`config.mk`:
```
export PLATFORM = sky130hd
export DESIGN_NAME = ffse_dev_flat
export DESIGN_NICKNAME = d
export VERILOG_FILES = /design/src/core/ffse_pkg.sv /design/src/core/ffse_if.sv /design/src/core/ffse_dev.sv /design/src/flat_wrapper.sv
export SDC_FILE = /design/constraint.sdc
export NUM_CORES = 1
export LEC_CHECK = 0
export BUFFER_PORTS_ARGS = -buffer_cell sky130_fd_sc_hd__clkbuf_2
export CAP_MARGIN = 20
export CORE_MARGIN = 2
export CORE_UTILIZATION = 60
export CTS_BUF_LIST = sky130_fd_sc_hd__clkbuf_8
export CTS_CLUSTER_DIAMETER = 50
export DETAILED_ROUTE_END_ITERATION = 6
export GPL_TIMING_DRIVEN = 0
export PLACE_DENSITY = 0.85
export SLEW_MARGIN = 20
export SYNTH_ARGS = -nofsm -noshare
export SYNTH_HDL_FRONTEND = slang
export SYNTH_SLANG_ARGS = --single-unit
```
`constraint.sdc`:
```
create_clock -name clock_i -period 5.1 [get_ports clock_i]
set_input_delay 1.02 -clock clock_i [delete_from_list [all_inputs] [get_ports clock_i]]
set_output_delay 1.02 -clock clock_i [all_outputs]
set_load 0.01 [all_outputs]
```
`src/core/ffse_pkg.sv`:
```
package ffse_pkg;
	// Clock and byte service limits
	localparam int          CLK_MHZ     = 100;
	localparam int          OVR_FM_US   = 27;
	localparam int          OVR_MFM_US  = 13;
	localparam logic [11:0] OVR_FM_CYC  = 12'(OVR_FM_US * CLK_MHZ);
	localparam logic [11:0] OVR_MFM_CYC = 12'(OVR_MFM_US * CLK_MHZ);

	// Command codes
	localparam logic [1:0] CMD_FMT     = 2'h0;
	localparam logic [1:0] CMD_SCAN_EQ = 2'h1;
	localparam logic [1:0] CMD_SCAN_LE = 2'h2;
	localparam logic [1:0] CMD_SCAN_GE = 2'h3;

	// Status bit positions
	localparam int ST0_ABN = 6;
	localparam int ST1_OVR = 4;
	localparam int ST2_CM  = 6;
	localparam int ST2_SH  = 3;
	localparam int ST2_SN  = 2;

	// Track field codes and bytes
	localparam logic [2:0] FLD_IDAM = 3'h0;
	localparam logic [2:0] FLD_ID   = 3'h1;
	localparam logic [2:0] FLD_DAM  = 3'h2;
	localparam logic [2:0] FLD_DATA = 3'h3;
	localparam logic [2:0] FLD_GAP  = 3'h4;
	localparam logic [2:0] FLD_FILL = 3'h5;
	localparam logic [7:0] AM_ID    = 8'hfe;
	localparam logic [7:0] AM_DATA  = 8'hfb;
	localparam logic [7:0] GAP_FM   = 8'hff;
	localparam logic [7:0] GAP_MFM  = 8'h4e;
	localparam logic [7:0] WILD     = 8'hff;
	localparam logic [13:0] SEC_BASE = 14'h0080;

	// Host register map
	localparam logic [7:0] REG_CTRL = 8'h00;
	localparam logic [7:0] REG_PAR0 = 8'h04;
	localparam logic [7:0] REG_PAR1 = 8'h08;
	localparam logic [7:0] REG_DATA = 8'h0c;
	localparam logic [7:0] REG_STAT = 8'h10;
	localparam logic [7:0] REG_RES  = 8'h14;

	// Bytes per sector from size code
	function automatic logic [13:0] ffse_sec_bytes(input logic [2:0] n);
		return SEC_BASE << n;
	endfunction

	// Returns {fails, strictly unequal}; either byte at all ones always passes
	function automatic logic [1:0] ffse_cmp(input logic [1:0] c, input logic [7:0] d, input logic [7:0] h);
		logic wild;
		logic bad;
		wild = (d == WILD) | (h == WILD);
		bad  = (c == CMD_SCAN_EQ) ? (d != h) : (c == CMD_SCAN_LE) ? (d > h) : (d < h);
		return {~wild & bad, ~wild & (d != h)};
	endfunction
endpackage

```
`src/core/ffse_if.sv`:
```
`timescale 1ns/100ps
interface ffse_if (input wire logic clock_i, input wire logic rst_i);
	// Command phase
	logic       cmd_valid;
	logic       cmd_ready;
	logic [1:0] cmd;
	logic [7:0] size_code;
	logic [7:0] sectors_per_track;
	logic [7:0] gap_length;
	logic [7:0] fill;
	logic [7:0] sector;
	logic [7:0] end_of_track_sector;
	logic [7:0] sector_step;
	logic       skip_deleted_select;
	logic       non_dma_select;
	logic       mfm;
	// Byte service
	logic       dma_req;
	logic       int_req;
	logic       ack;
	logic [7:0] hbyte;
	logic       tc;
	// Result phase
	logic       done;
	logic [7:0] st0;
	logic [7:0] st1;
	logic [7:0] st2;
	logic [7:0] res_sector;

	modport dev (input clock_i, rst_i, cmd_valid, cmd, size_code, sectors_per_track, gap_length, fill,
		sector, end_of_track_sector, sector_step, skip_deleted_select, non_dma_select, mfm, ack, hbyte, tc,
		output cmd_ready, dma_req, int_req, done, st0, st1, st2, res_sector);
	modport host (input clock_i, rst_i, cmd_ready, dma_req, int_req, done, st0, st1, st2, res_sector,
		output cmd_valid, cmd, size_code, sectors_per_track, gap_length, fill, sector, end_of_track_sector,
		sector_step, skip_deleted_select, non_dma_select, mfm, ack, hbyte, tc);
endinterface

```
`src/core/ffse_dev.sv`:
```
// Register access over APB and the address map are this design's own decisions.
`timescale 1ns/100ps
module ffse_dev
(
	// Host link
	ffse_if.dev       link,
	// Write path to encoder
	input  wire logic       wr_take_i,
	output logic            wr_en_o,
	output logic [2:0]      wr_field_o,
	output logic [7:0]      wr_byte_o,
	// Read path from separator and drive
	input  wire logic       index_i,
	input  wire logic       rd_id_i,
	input  wire logic [7:0] rd_sec_i,
	input  wire logic       rd_del_i,
	input  wire logic       rd_valid_i,
	input  wire logic [7:0] rd_byte_i
);
	import ffse_pkg::*;

	typedef enum logic [6:0] {
		S_IDLE  = 7'h01,
		S_WIDX  = 7'h02,
		S_FREQ  = 7'h04,
		S_FWR   = 7'h08,
		S_SSEC  = 7'h10,
		S_SBYTE = 7'h20,
		S_DONE  = 7'h40
	} ffse_state_e;

	ffse_state_e st_q;
	logic [1:0]  cmd_q;
	logic [2:0]  n_q;
	logic [7:0]  spt_q, gpl_q, fill_q, r_q, eot_q, stp_q, secs_q, hb_q;
	logic        sk_q, nd_q, mfm_q, drq_q, irq_q, hbv_q, fail_q, strict_q;
	logic        started_q, abn_q, ovr_q, sh_q, sn_q, cm_q;
	logic [1:0]  idx_q, ip_q;
	logic [2:0]  fld_q;
	logic [13:0] cnt_q;
	logic [11:0] tmr_q;
	logic [7:0]  id_q [4];

	////////////////////////////////////////////////////////////////
	// Decode
	wire         clock_i_w = link.clock_i;
	wire         req_w    = drq_q | irq_q;
	wire         took_w   = req_w & link.ack;
	wire [13:0]  size_w   = ffse_sec_bytes(n_q);
	wire [7:0]   gap_w    = mfm_q ? GAP_MFM : GAP_FM;
	wire [1:0]   cmp_w    = ffse_cmp(cmd_q, rd_byte_i, hb_q);
	wire         fail_n   = fail_q | cmp_w[1];
	wire         strict_n = strict_q | cmp_w[0];
	wire [7:0]   r_next   = r_q + stp_q;
	wire [11:0]  ovr_lim  = mfm_q ? OVR_MFM_CYC : OVR_FM_CYC;
	wire [7:0]   cur_w    = (fld_q == FLD_IDAM) ? AM_ID :
	                        (fld_q == FLD_ID)   ? id_q[ip_q] :
	                        (fld_q == FLD_DAM)  ? AM_DATA :
	                        (fld_q == FLD_DATA) ? fill_q : gap_w;
	wire [13:0]  gpl_w    = (gpl_q == 8'h00) ? 14'h0001 : {6'h00, gpl_q};

	assign link.cmd_ready = st_q[0];

	////////////////////////////////////////////////////////////////
	// Encoder outputs, one cycle behind the field counters
	always_ff @(posedge clock_i_w) begin
		if (link.rst_i) begin
			{wr_en_o, wr_field_o, wr_byte_o} <= '0;
		end else begin
			wr_en_o    <= (st_q == S_FWR);
			wr_field_o <= fld_q;
			wr_byte_o  <= cur_w;
		end
	end

	////////////////////////////////////////////////////////////////
	// Command sequencer
	always_ff @(posedge clock_i_w) begin
		if (link.rst_i) begin
			st_q <= S_IDLE;
			{cmd_q, n_q, spt_q, gpl_q, fill_q, r_q, eot_q, stp_q, secs_q, hb_q} <= '0;
			{sk_q, nd_q, mfm_q, drq_q, irq_q, hbv_q, fail_q, strict_q} <= '0;
			{started_q, abn_q, ovr_q, sh_q, sn_q, cm_q} <= '0;
			{idx_q, ip_q, fld_q, cnt_q, tmr_q} <= '0;
			id_q <= '{default: 8'h00};
			{link.dma_req, link.int_req, link.done} <= '0;
			{link.st0, link.st1, link.st2, link.res_sector} <= '0;
		end else begin
			{link.done, link.dma_req, link.int_req} <= {1'b0, drq_q, irq_q};
			{drq_q, irq_q} <= took_w ? 2'b00 : {drq_q, irq_q};
			case (st_q)
			S_IDLE: begin
				if (link.cmd_valid) begin
					{cmd_q, spt_q} <= {link.cmd, link.sectors_per_track};
					{gpl_q, fill_q, r_q} <= {link.gap_length, link.fill, link.sector};
					{eot_q, stp_q} <= {link.end_of_track_sector, link.sector_step};
					{sk_q, nd_q, mfm_q} <= {link.skip_deleted_select, link.non_dma_select, link.mfm};
					n_q <= link.size_code[2:0];
					{idx_q, secs_q, started_q, abn_q, ovr_q, sh_q, sn_q, cm_q} <= '0;
					if (link.mfm && link.size_code == 8'h00) begin
						abn_q <= 1'b1;
						st_q  <= S_DONE;
					end else if (link.cmd == CMD_FMT) begin
						st_q <= S_WIDX;
					end else begin
						st_q <= S_SSEC;
					end
				end
			end
			S_WIDX: begin
				if (index_i) begin
					{idx_q, ip_q} <= {2'h1, 2'h0};
					{drq_q, irq_q} <= {~nd_q, nd_q};
					st_q  <= S_FREQ;
				end
			end
			S_FREQ: begin
				if (index_i) begin
					st_q <= S_DONE;
				end else if (took_w) begin
					id_q[ip_q] <= link.hbyte;
					ip_q <= ip_q + 2'h1;
					if (ip_q == 2'h3) begin
						fld_q <= FLD_IDAM;
						st_q  <= S_FWR;
					end else begin
						{drq_q, irq_q} <= {~nd_q, nd_q};
					end
				end
			end
			S_FWR: begin
				if (index_i) begin
					idx_q <= idx_q + 2'h1;
					st_q  <= S_DONE;
				end else if (wr_take_i) begin
					case (fld_q)
					FLD_IDAM: {fld_q, ip_q} <= {FLD_ID, 2'h0};
					FLD_ID: begin
						ip_q  <= ip_q + 2'h1;
						fld_q <= (ip_q == 2'h3) ? FLD_DAM : FLD_ID;
					end
					FLD_DAM: {fld_q, cnt_q} <= {FLD_DATA, size_w};
					FLD_DATA: begin
						cnt_q <= cnt_q - 14'h0001;
						if (cnt_q == 14'h0001) begin
							fld_q <= FLD_GAP;
							cnt_q <= gpl_w;
						end
					end
					FLD_GAP: begin
						cnt_q <= cnt_q - 14'h0001;
						if (cnt_q == 14'h0001) begin
							r_q    <= r_q + 8'h01;
							secs_q <= secs_q + 8'h01;
							if (secs_q + 8'h01 == spt_q) begin
								fld_q <= FLD_FILL;
							end else begin
								ip_q <= 2'h0;
								{drq_q, irq_q} <= {~nd_q, nd_q};
								st_q <= S_FREQ;
							end
						end
					end
					default: fld_q <= FLD_FILL;
					endcase
				end
			end
			S_SSEC: begin
				if (index_i) begin
					idx_q <= idx_q + 2'h1;
					if (started_q || idx_q == 2'h1) begin
						abn_q <= 1'b1;
						st_q  <= S_DONE;
					end
				end else if (link.tc) begin
					st_q <= S_DONE;
				end else if (rd_id_i && rd_sec_i == r_q) begin
					started_q <= 1'b1;
					if (rd_del_i) begin
						cm_q <= 1'b1;
						if (!sk_q) begin
							st_q <= S_DONE;
						end else if (r_q == eot_q) begin
							sn_q <= 1'b1;
							st_q <= S_DONE;
						end else begin
							r_q <= r_next;
						end
					end else begin
						cnt_q    <= size_w;
						{fail_q, strict_q, hbv_q} <= 3'b000;
						tmr_q    <= ovr_lim;
						{drq_q, irq_q} <= {~nd_q, nd_q};
						st_q <= S_SBYTE;
					end
				end
			end
			S_SBYTE: begin
				tmr_q <= req_w ? tmr_q - 12'h001 : tmr_q;
				if (took_w) begin
					hb_q  <= link.hbyte;
					hbv_q <= 1'b1;
				end
				if (index_i) begin
					abn_q <= 1'b1;
					st_q  <= S_DONE;
				end else if ((req_w && tmr_q == 12'h000) || (rd_valid_i && !hbv_q)) begin
					ovr_q <= 1'b1;
					abn_q <= 1'b1;
					st_q  <= S_DONE;
				end else if (rd_valid_i) begin
					fail_q   <= fail_n;
					strict_q <= strict_n;
					hbv_q    <= 1'b0;
					cnt_q    <= cnt_q - 14'h0001;
					if (cnt_q == 14'h0001) begin
						if (!fail_n) begin
							sh_q <= ~strict_n;
							st_q <= S_DONE;
						end else if (r_q == eot_q || link.tc) begin
							sn_q <= ~link.tc;
							st_q <= S_DONE;
						end else begin
							r_q  <= r_next;
							st_q <= S_SSEC;
						end
					end else if (link.tc) begin
						st_q <= S_DONE;
					end else begin
						tmr_q <= ovr_lim;
						{drq_q, irq_q} <= {~nd_q, nd_q};
					end
				end
			end
			default: begin
				{drq_q, irq_q} <= 2'b00;
				link.done       <= 1'b1;
				link.st0        <= 8'(abn_q) << ST0_ABN;
				link.st1        <= 8'(ovr_q) << ST1_OVR;
				link.st2        <= (8'(cm_q) << ST2_CM) | (8'(sh_q) << ST2_SH) | (8'(sn_q) << ST2_SN);
				link.res_sector <= r_q;
				st_q            <= S_IDLE;
			end
			endcase
		end
	end
endmodule

```
`src/flat_wrapper.sv`:
```
// flat-port wrapper written by rule: the top's interface ports become plain ports
module ffse_dev_flat import ffse_pkg::*;
  (wr_take_i, wr_en_o, wr_field_o, wr_byte_o, index_i, rd_id_i, rd_sec_i, rd_del_i, rd_valid_i, rd_byte_i, clock_i, rst_i, link_cmd_valid, link_cmd, link_size_code, link_sectors_per_track, link_gap_length, link_fill, link_sector, link_end_of_track_sector, link_sector_step, link_skip_deleted_select, link_non_dma_select, link_mfm, link_ack, link_hbyte, link_tc, link_cmd_ready, link_dma_req, link_int_req, link_done, link_st0, link_st1, link_st2, link_res_sector);
  ffse_if link_i (.clock_i(clock_i), .rst_i(rst_i));
  input  wire logic wr_take_i;
  output logic wr_en_o;
  output logic [2:0] wr_field_o;
  output logic [7:0] wr_byte_o;
  input  wire logic index_i;
  input  wire logic rd_id_i;
  input  wire logic [7:0] rd_sec_i;
  input  wire logic rd_del_i;
  input  wire logic rd_valid_i;
  input  wire logic [7:0] rd_byte_i;
  input wire logic clock_i;
  input wire logic rst_i;
  input wire logic [$bits(link_i.cmd_valid)-1:0] link_cmd_valid;
  input wire logic [$bits(link_i.cmd)-1:0] link_cmd;
  input wire logic [$bits(link_i.size_code)-1:0] link_size_code;
  input wire logic [$bits(link_i.sectors_per_track)-1:0] link_sectors_per_track;
  input wire logic [$bits(link_i.gap_length)-1:0] link_gap_length;
  input wire logic [$bits(link_i.fill)-1:0] link_fill;
  input wire logic [$bits(link_i.sector)-1:0] link_sector;
  input wire logic [$bits(link_i.end_of_track_sector)-1:0] link_end_of_track_sector;
  input wire logic [$bits(link_i.sector_step)-1:0] link_sector_step;
  input wire logic [$bits(link_i.skip_deleted_select)-1:0] link_skip_deleted_select;
  input wire logic [$bits(link_i.non_dma_select)-1:0] link_non_dma_select;
  input wire logic [$bits(link_i.mfm)-1:0] link_mfm;
  input wire logic [$bits(link_i.ack)-1:0] link_ack;
  input wire logic [$bits(link_i.hbyte)-1:0] link_hbyte;
  input wire logic [$bits(link_i.tc)-1:0] link_tc;
  output wire logic [$bits(link_i.cmd_ready)-1:0] link_cmd_ready;
  output wire logic [$bits(link_i.dma_req)-1:0] link_dma_req;
  output wire logic [$bits(link_i.int_req)-1:0] link_int_req;
  output wire logic [$bits(link_i.done)-1:0] link_done;
  output wire logic [$bits(link_i.st0)-1:0] link_st0;
  output wire logic [$bits(link_i.st1)-1:0] link_st1;
  output wire logic [$bits(link_i.st2)-1:0] link_st2;
  output wire logic [$bits(link_i.res_sector)-1:0] link_res_sector;
  assign link_i.cmd_valid = link_cmd_valid;
  assign link_i.cmd = link_cmd;
  assign link_i.size_code = link_size_code;
  assign link_i.sectors_per_track = link_sectors_per_track;
  assign link_i.gap_length = link_gap_length;
  assign link_i.fill = link_fill;
  assign link_i.sector = link_sector;
  assign link_i.end_of_track_sector = link_end_of_track_sector;
  assign link_i.sector_step = link_sector_step;
  assign link_i.skip_deleted_select = link_skip_deleted_select;
  assign link_i.non_dma_select = link_non_dma_select;
  assign link_i.mfm = link_mfm;
  assign link_i.ack = link_ack;
  assign link_i.hbyte = link_hbyte;
  assign link_i.tc = link_tc;
  assign link_cmd_ready = link_i.cmd_ready;
  assign link_dma_req = link_i.dma_req;
  assign link_int_req = link_i.int_req;
  assign link_done = link_i.done;
  assign link_st0 = link_i.st0;
  assign link_st1 = link_i.st1;
  assign link_st2 = link_i.st2;
  assign link_res_sector = link_i.res_sector;
  ffse_dev u_core (.link(link_i), .wr_take_i(wr_take_i), .wr_en_o(wr_en_o), .wr_field_o(wr_field_o), .wr_byte_o(wr_byte_o), .index_i(index_i), .rd_id_i(rd_id_i), .rd_sec_i(rd_sec_i), .rd_del_i(rd_del_i), .rd_valid_i(rd_valid_i), .rd_byte_i(rd_byte_i));
endmodule
```
==> results.cfg <==
[flow_run]
drv_cap = 0

[min_path]
worstHoldStart = u_core.stp_q[2]
worst_hold_path_type = flip-flop to flip-flop

[drt]
vias_per_cell = 5.96
drt_iter0_drc = 983
dr.pass1.iters = 5
routed-via-count = 9831
post-route-drc-count = 0
ant_nets = 0
wire_per_inst_um = 17.6
finalWirelength_mm = 29.0

[synth]
syn_avg_cell_area_um2 = 7.65
syn_inst = 1261
synthMuxAreaShare_pct = 3.68
yosysWarnings = 0
netlist_top_cells_area = dfxtp_1 (38%), nand2_1 (11%), a21oi_1 (8.9%), nor2_1 (3.2%), ha_1 (3.1%)
seq_area_frac_synth_pct = 38.0
yosys.area.top_type = dfxtp_1
synth_compound_area_share_pct = 19.9
synthDistinctLibCells = 80
ys_ff_latch = 183
ys.flop_type = dfxtp_1
synth_edf_count = 0
synthAdderAreaFrac_pct = 3.32
synth_top_family_by_area = simple AND/OR/NAND/NOR gates
async_flop_share_pct = 0
yosys.area_share.simple_pct = 26.4
synth_area_mm2 = 0.00965
synth_xor_area_share_pct = 2.99
synth_top_area_share_pct = 38.0

[timing]
fin_skew_ns = 0.0134
fin_crit_ns = 3.78
slew_violations = 0
rsz0062_at_grt = no
setup-violations-final = 0
timing.setup.tns_ns = 0
max_clock_freq_mhz = 264
maxSlewHeadroom_pct = 26.2
finalHoldViolCount = 0
max_slew.worst_pin.slew_ns = 1.10
fin_crit_sh_pct = 74.2

[worst_setup_path]
worstPathCellList = or4_4 > a211oi_1 > clkbuf_1 > nand2_1 > inv_1 > ha_1 > a21o_1 > a211oi_1 > o21bai_1 > a21o_1 > a21oi_1 > xnor2_1 > a211o_1 > mux2i_1
slowest_delay_ns = 0.56
path_max_fanout = 10
crit_start = u_core.st_q[2]
critPathBufInv = 2
cp_top_family = compound AO/OA/AOI/OAI gates
critical_path_arrival_ns = 4.23
end_kind = flip-flop
start_kind = flip-flop
cp_data_required_time_ns = 5.55
crit_slowest_cell = or4_4
path_class = flip-flop to flip-flop
ff2ff_setup_slack_ns = 1.32
r2r-start = u_core.st_q[2]

[floorplan]
fp.dieW_um = 131
die_y_um = 131
die_area_mm2 = 0.0171
io_pins = 143
start_util_pct = 61.0
rows = 46
fp.coreArea_mm2 = 0.0158

[global_route]
grt_usage_pct = 34.1
grt_max_degree = 20
grt_pass1_wl_mm = 44.9
grt_overflow = 0
antenna_found_initial = 0
first_global_vias = 8893

[outcome]
outcome = finished clean

[finish]
layout_common_cells = nand2_1 (294), dfxtp_1 (183), a21oi_1 (172)
final_common_cell = nand2_1
drive_gt1_share_pct = 16.0
nFillCells = 1385
diodes = 0
nNetsFinal = 1540
syn_to_final_growth_pct = 14.3

[clock_network]
clockBufferDepth = 2
cts_max_level = 4
cts_setup_buffers = 0
cts_buffers = 17
clk_pin_slew_worst_paths_ns = 0.11
cts-hold-fix-buffers = 0
cts_tree = yes
cts_resized = 0
worstSkewPairLatency_ns = 0.51
cts.sinks = 183
cts_root_buf = clkbuf_8

[placed_design]
io_buffers = 121
dp_hpwl_mm = 21.4
gp_congestion = 0.993

[power]
ir_drop_mv = 0.263
power-per-cell-area_mw_per_mm2 = 328
power_uw = 3620
p_leak_uw = 0.00422
-- tightest hold or removal path: stages, from the launching register on --
cell and delay [ns]:
dfxtp_1 0.32, nand2_1 0.05, a21oi_1 0.05
-- report_power, final --
group	total (uW)	internal, uW	switching [uW]
registers	1650	1540	112
clock network	1040	417	625
logic	929	352	577
-- per-stage QoR --
| stage | hold slack [ns] | std cells | util, % | cell area (um^2) | setup slack (ns) |
|---|---|---|---|---|---|
| floorplan | 0.429 | 1279 | - | 9720 | 1.93 |
| detailed placement | 0.443 | 1617 | 67.0 | 10600 | 1.31 |
| global placement | 0.435 | 1616 | 66.9 | 10600 | 1.39 |
| global route | 0.476 | 1649 | 69.7 | 11000 | 1.01 |
| CTS | 0.459 | 1649 | 69.7 | 11000 | 1.28 |
| finish | 0.455 | 1649 | 69.7 | 11000 | 1.32 |
-- cell type report --
cell class / instances / area (um^2) / area share, %
sequential: 183 / 3660 / 33.2
inverter: 30 / 113 / 1.02
buffer: 89 / 437 / 3.96
multi-input combinational: 977 / 5510 / 50.0
tap: 216 / 270 / 2.45
clock inverter: 15 / 190 / 1.72
timing repair buffer: 122 / 611 / 5.54
clock buffer: 17 / 234 / 2.12
-- state kept, by name, indices dropped and copies added, names as in the netlist, 8 cells and up --
| register | count |
|---|---|
| u_core.gpl_q | 8 |
| u_core.hb_q | 8 |
| u_core.stp_q | 8 |
| u_core.tmr_q | 12 |
| u_core.r_q | 8 |
| u_core.spt_q | 8 |
| u_core.id_q | 32 |
| u_core.wr_byte_o | 8 |
| u_core.eot_q | 8 |
| u_core.link.res_sector | 8 |
| u_core.secs_q | 8 |
| u_core.fill_q | 8 |
| u_core.cnt_q | 14 |
-- cells by family after synthesis --
| kind of cell | count (synthesis) |
|---|---|
| AND/OR/NAND/NOR | 553 |
| buffers and inverters | 119 |
| AO/OA/AOI/OAI | 324 |
| multiplexers | 23 |
| XOR/XNOR | 33 |
| other | 1 |
| flip-flops | 183 |
| adder cells (fa/ha/maj) | 25 |
-- per-layer routing --
| layer | vias up | share of wire [%] | GRT usage, % |
|---|---|---|---|
| met3 | 76 | 8.9 | 6.92 |
| met4 | 0 | 2.8 | 12.7 |
| li1 | 4679 | - | - |
| met5 | - | 0 | 0 |
| met1 | 4552 | 41 | 44.5 |
| met2 | 524 | 47 | 55.9 |
-- cells in the mapped netlist (all sizes together), types with 8 or more instances --
master / n
a211oi: 12
a21o: 8
a21oi: 174
a31oi: 19
and2: 11
buf: 39
clkbuf: 50
dfxtp: 183
ha: 24
inv: 28
mux2i: 10
mux4: 8
nand2: 294
nand2b: 17
nand3: 29
nand4: 14
nor2: 83
nor2b: 13
nor3: 29
nor4: 18
o21ai: 59
or3: 8
xnor2: 25
xor2: 8
-- worst paths after layout --
check,cells past startpoint,to
max,14,u_core.r_q[7]
min,2,u_core.stp_q[2]
min reg2reg,2,u_core.stp_q[2]
max reg2reg,14,u_core.r_q[7]
No activity file was read; power rests on OpenSTA's default activity.
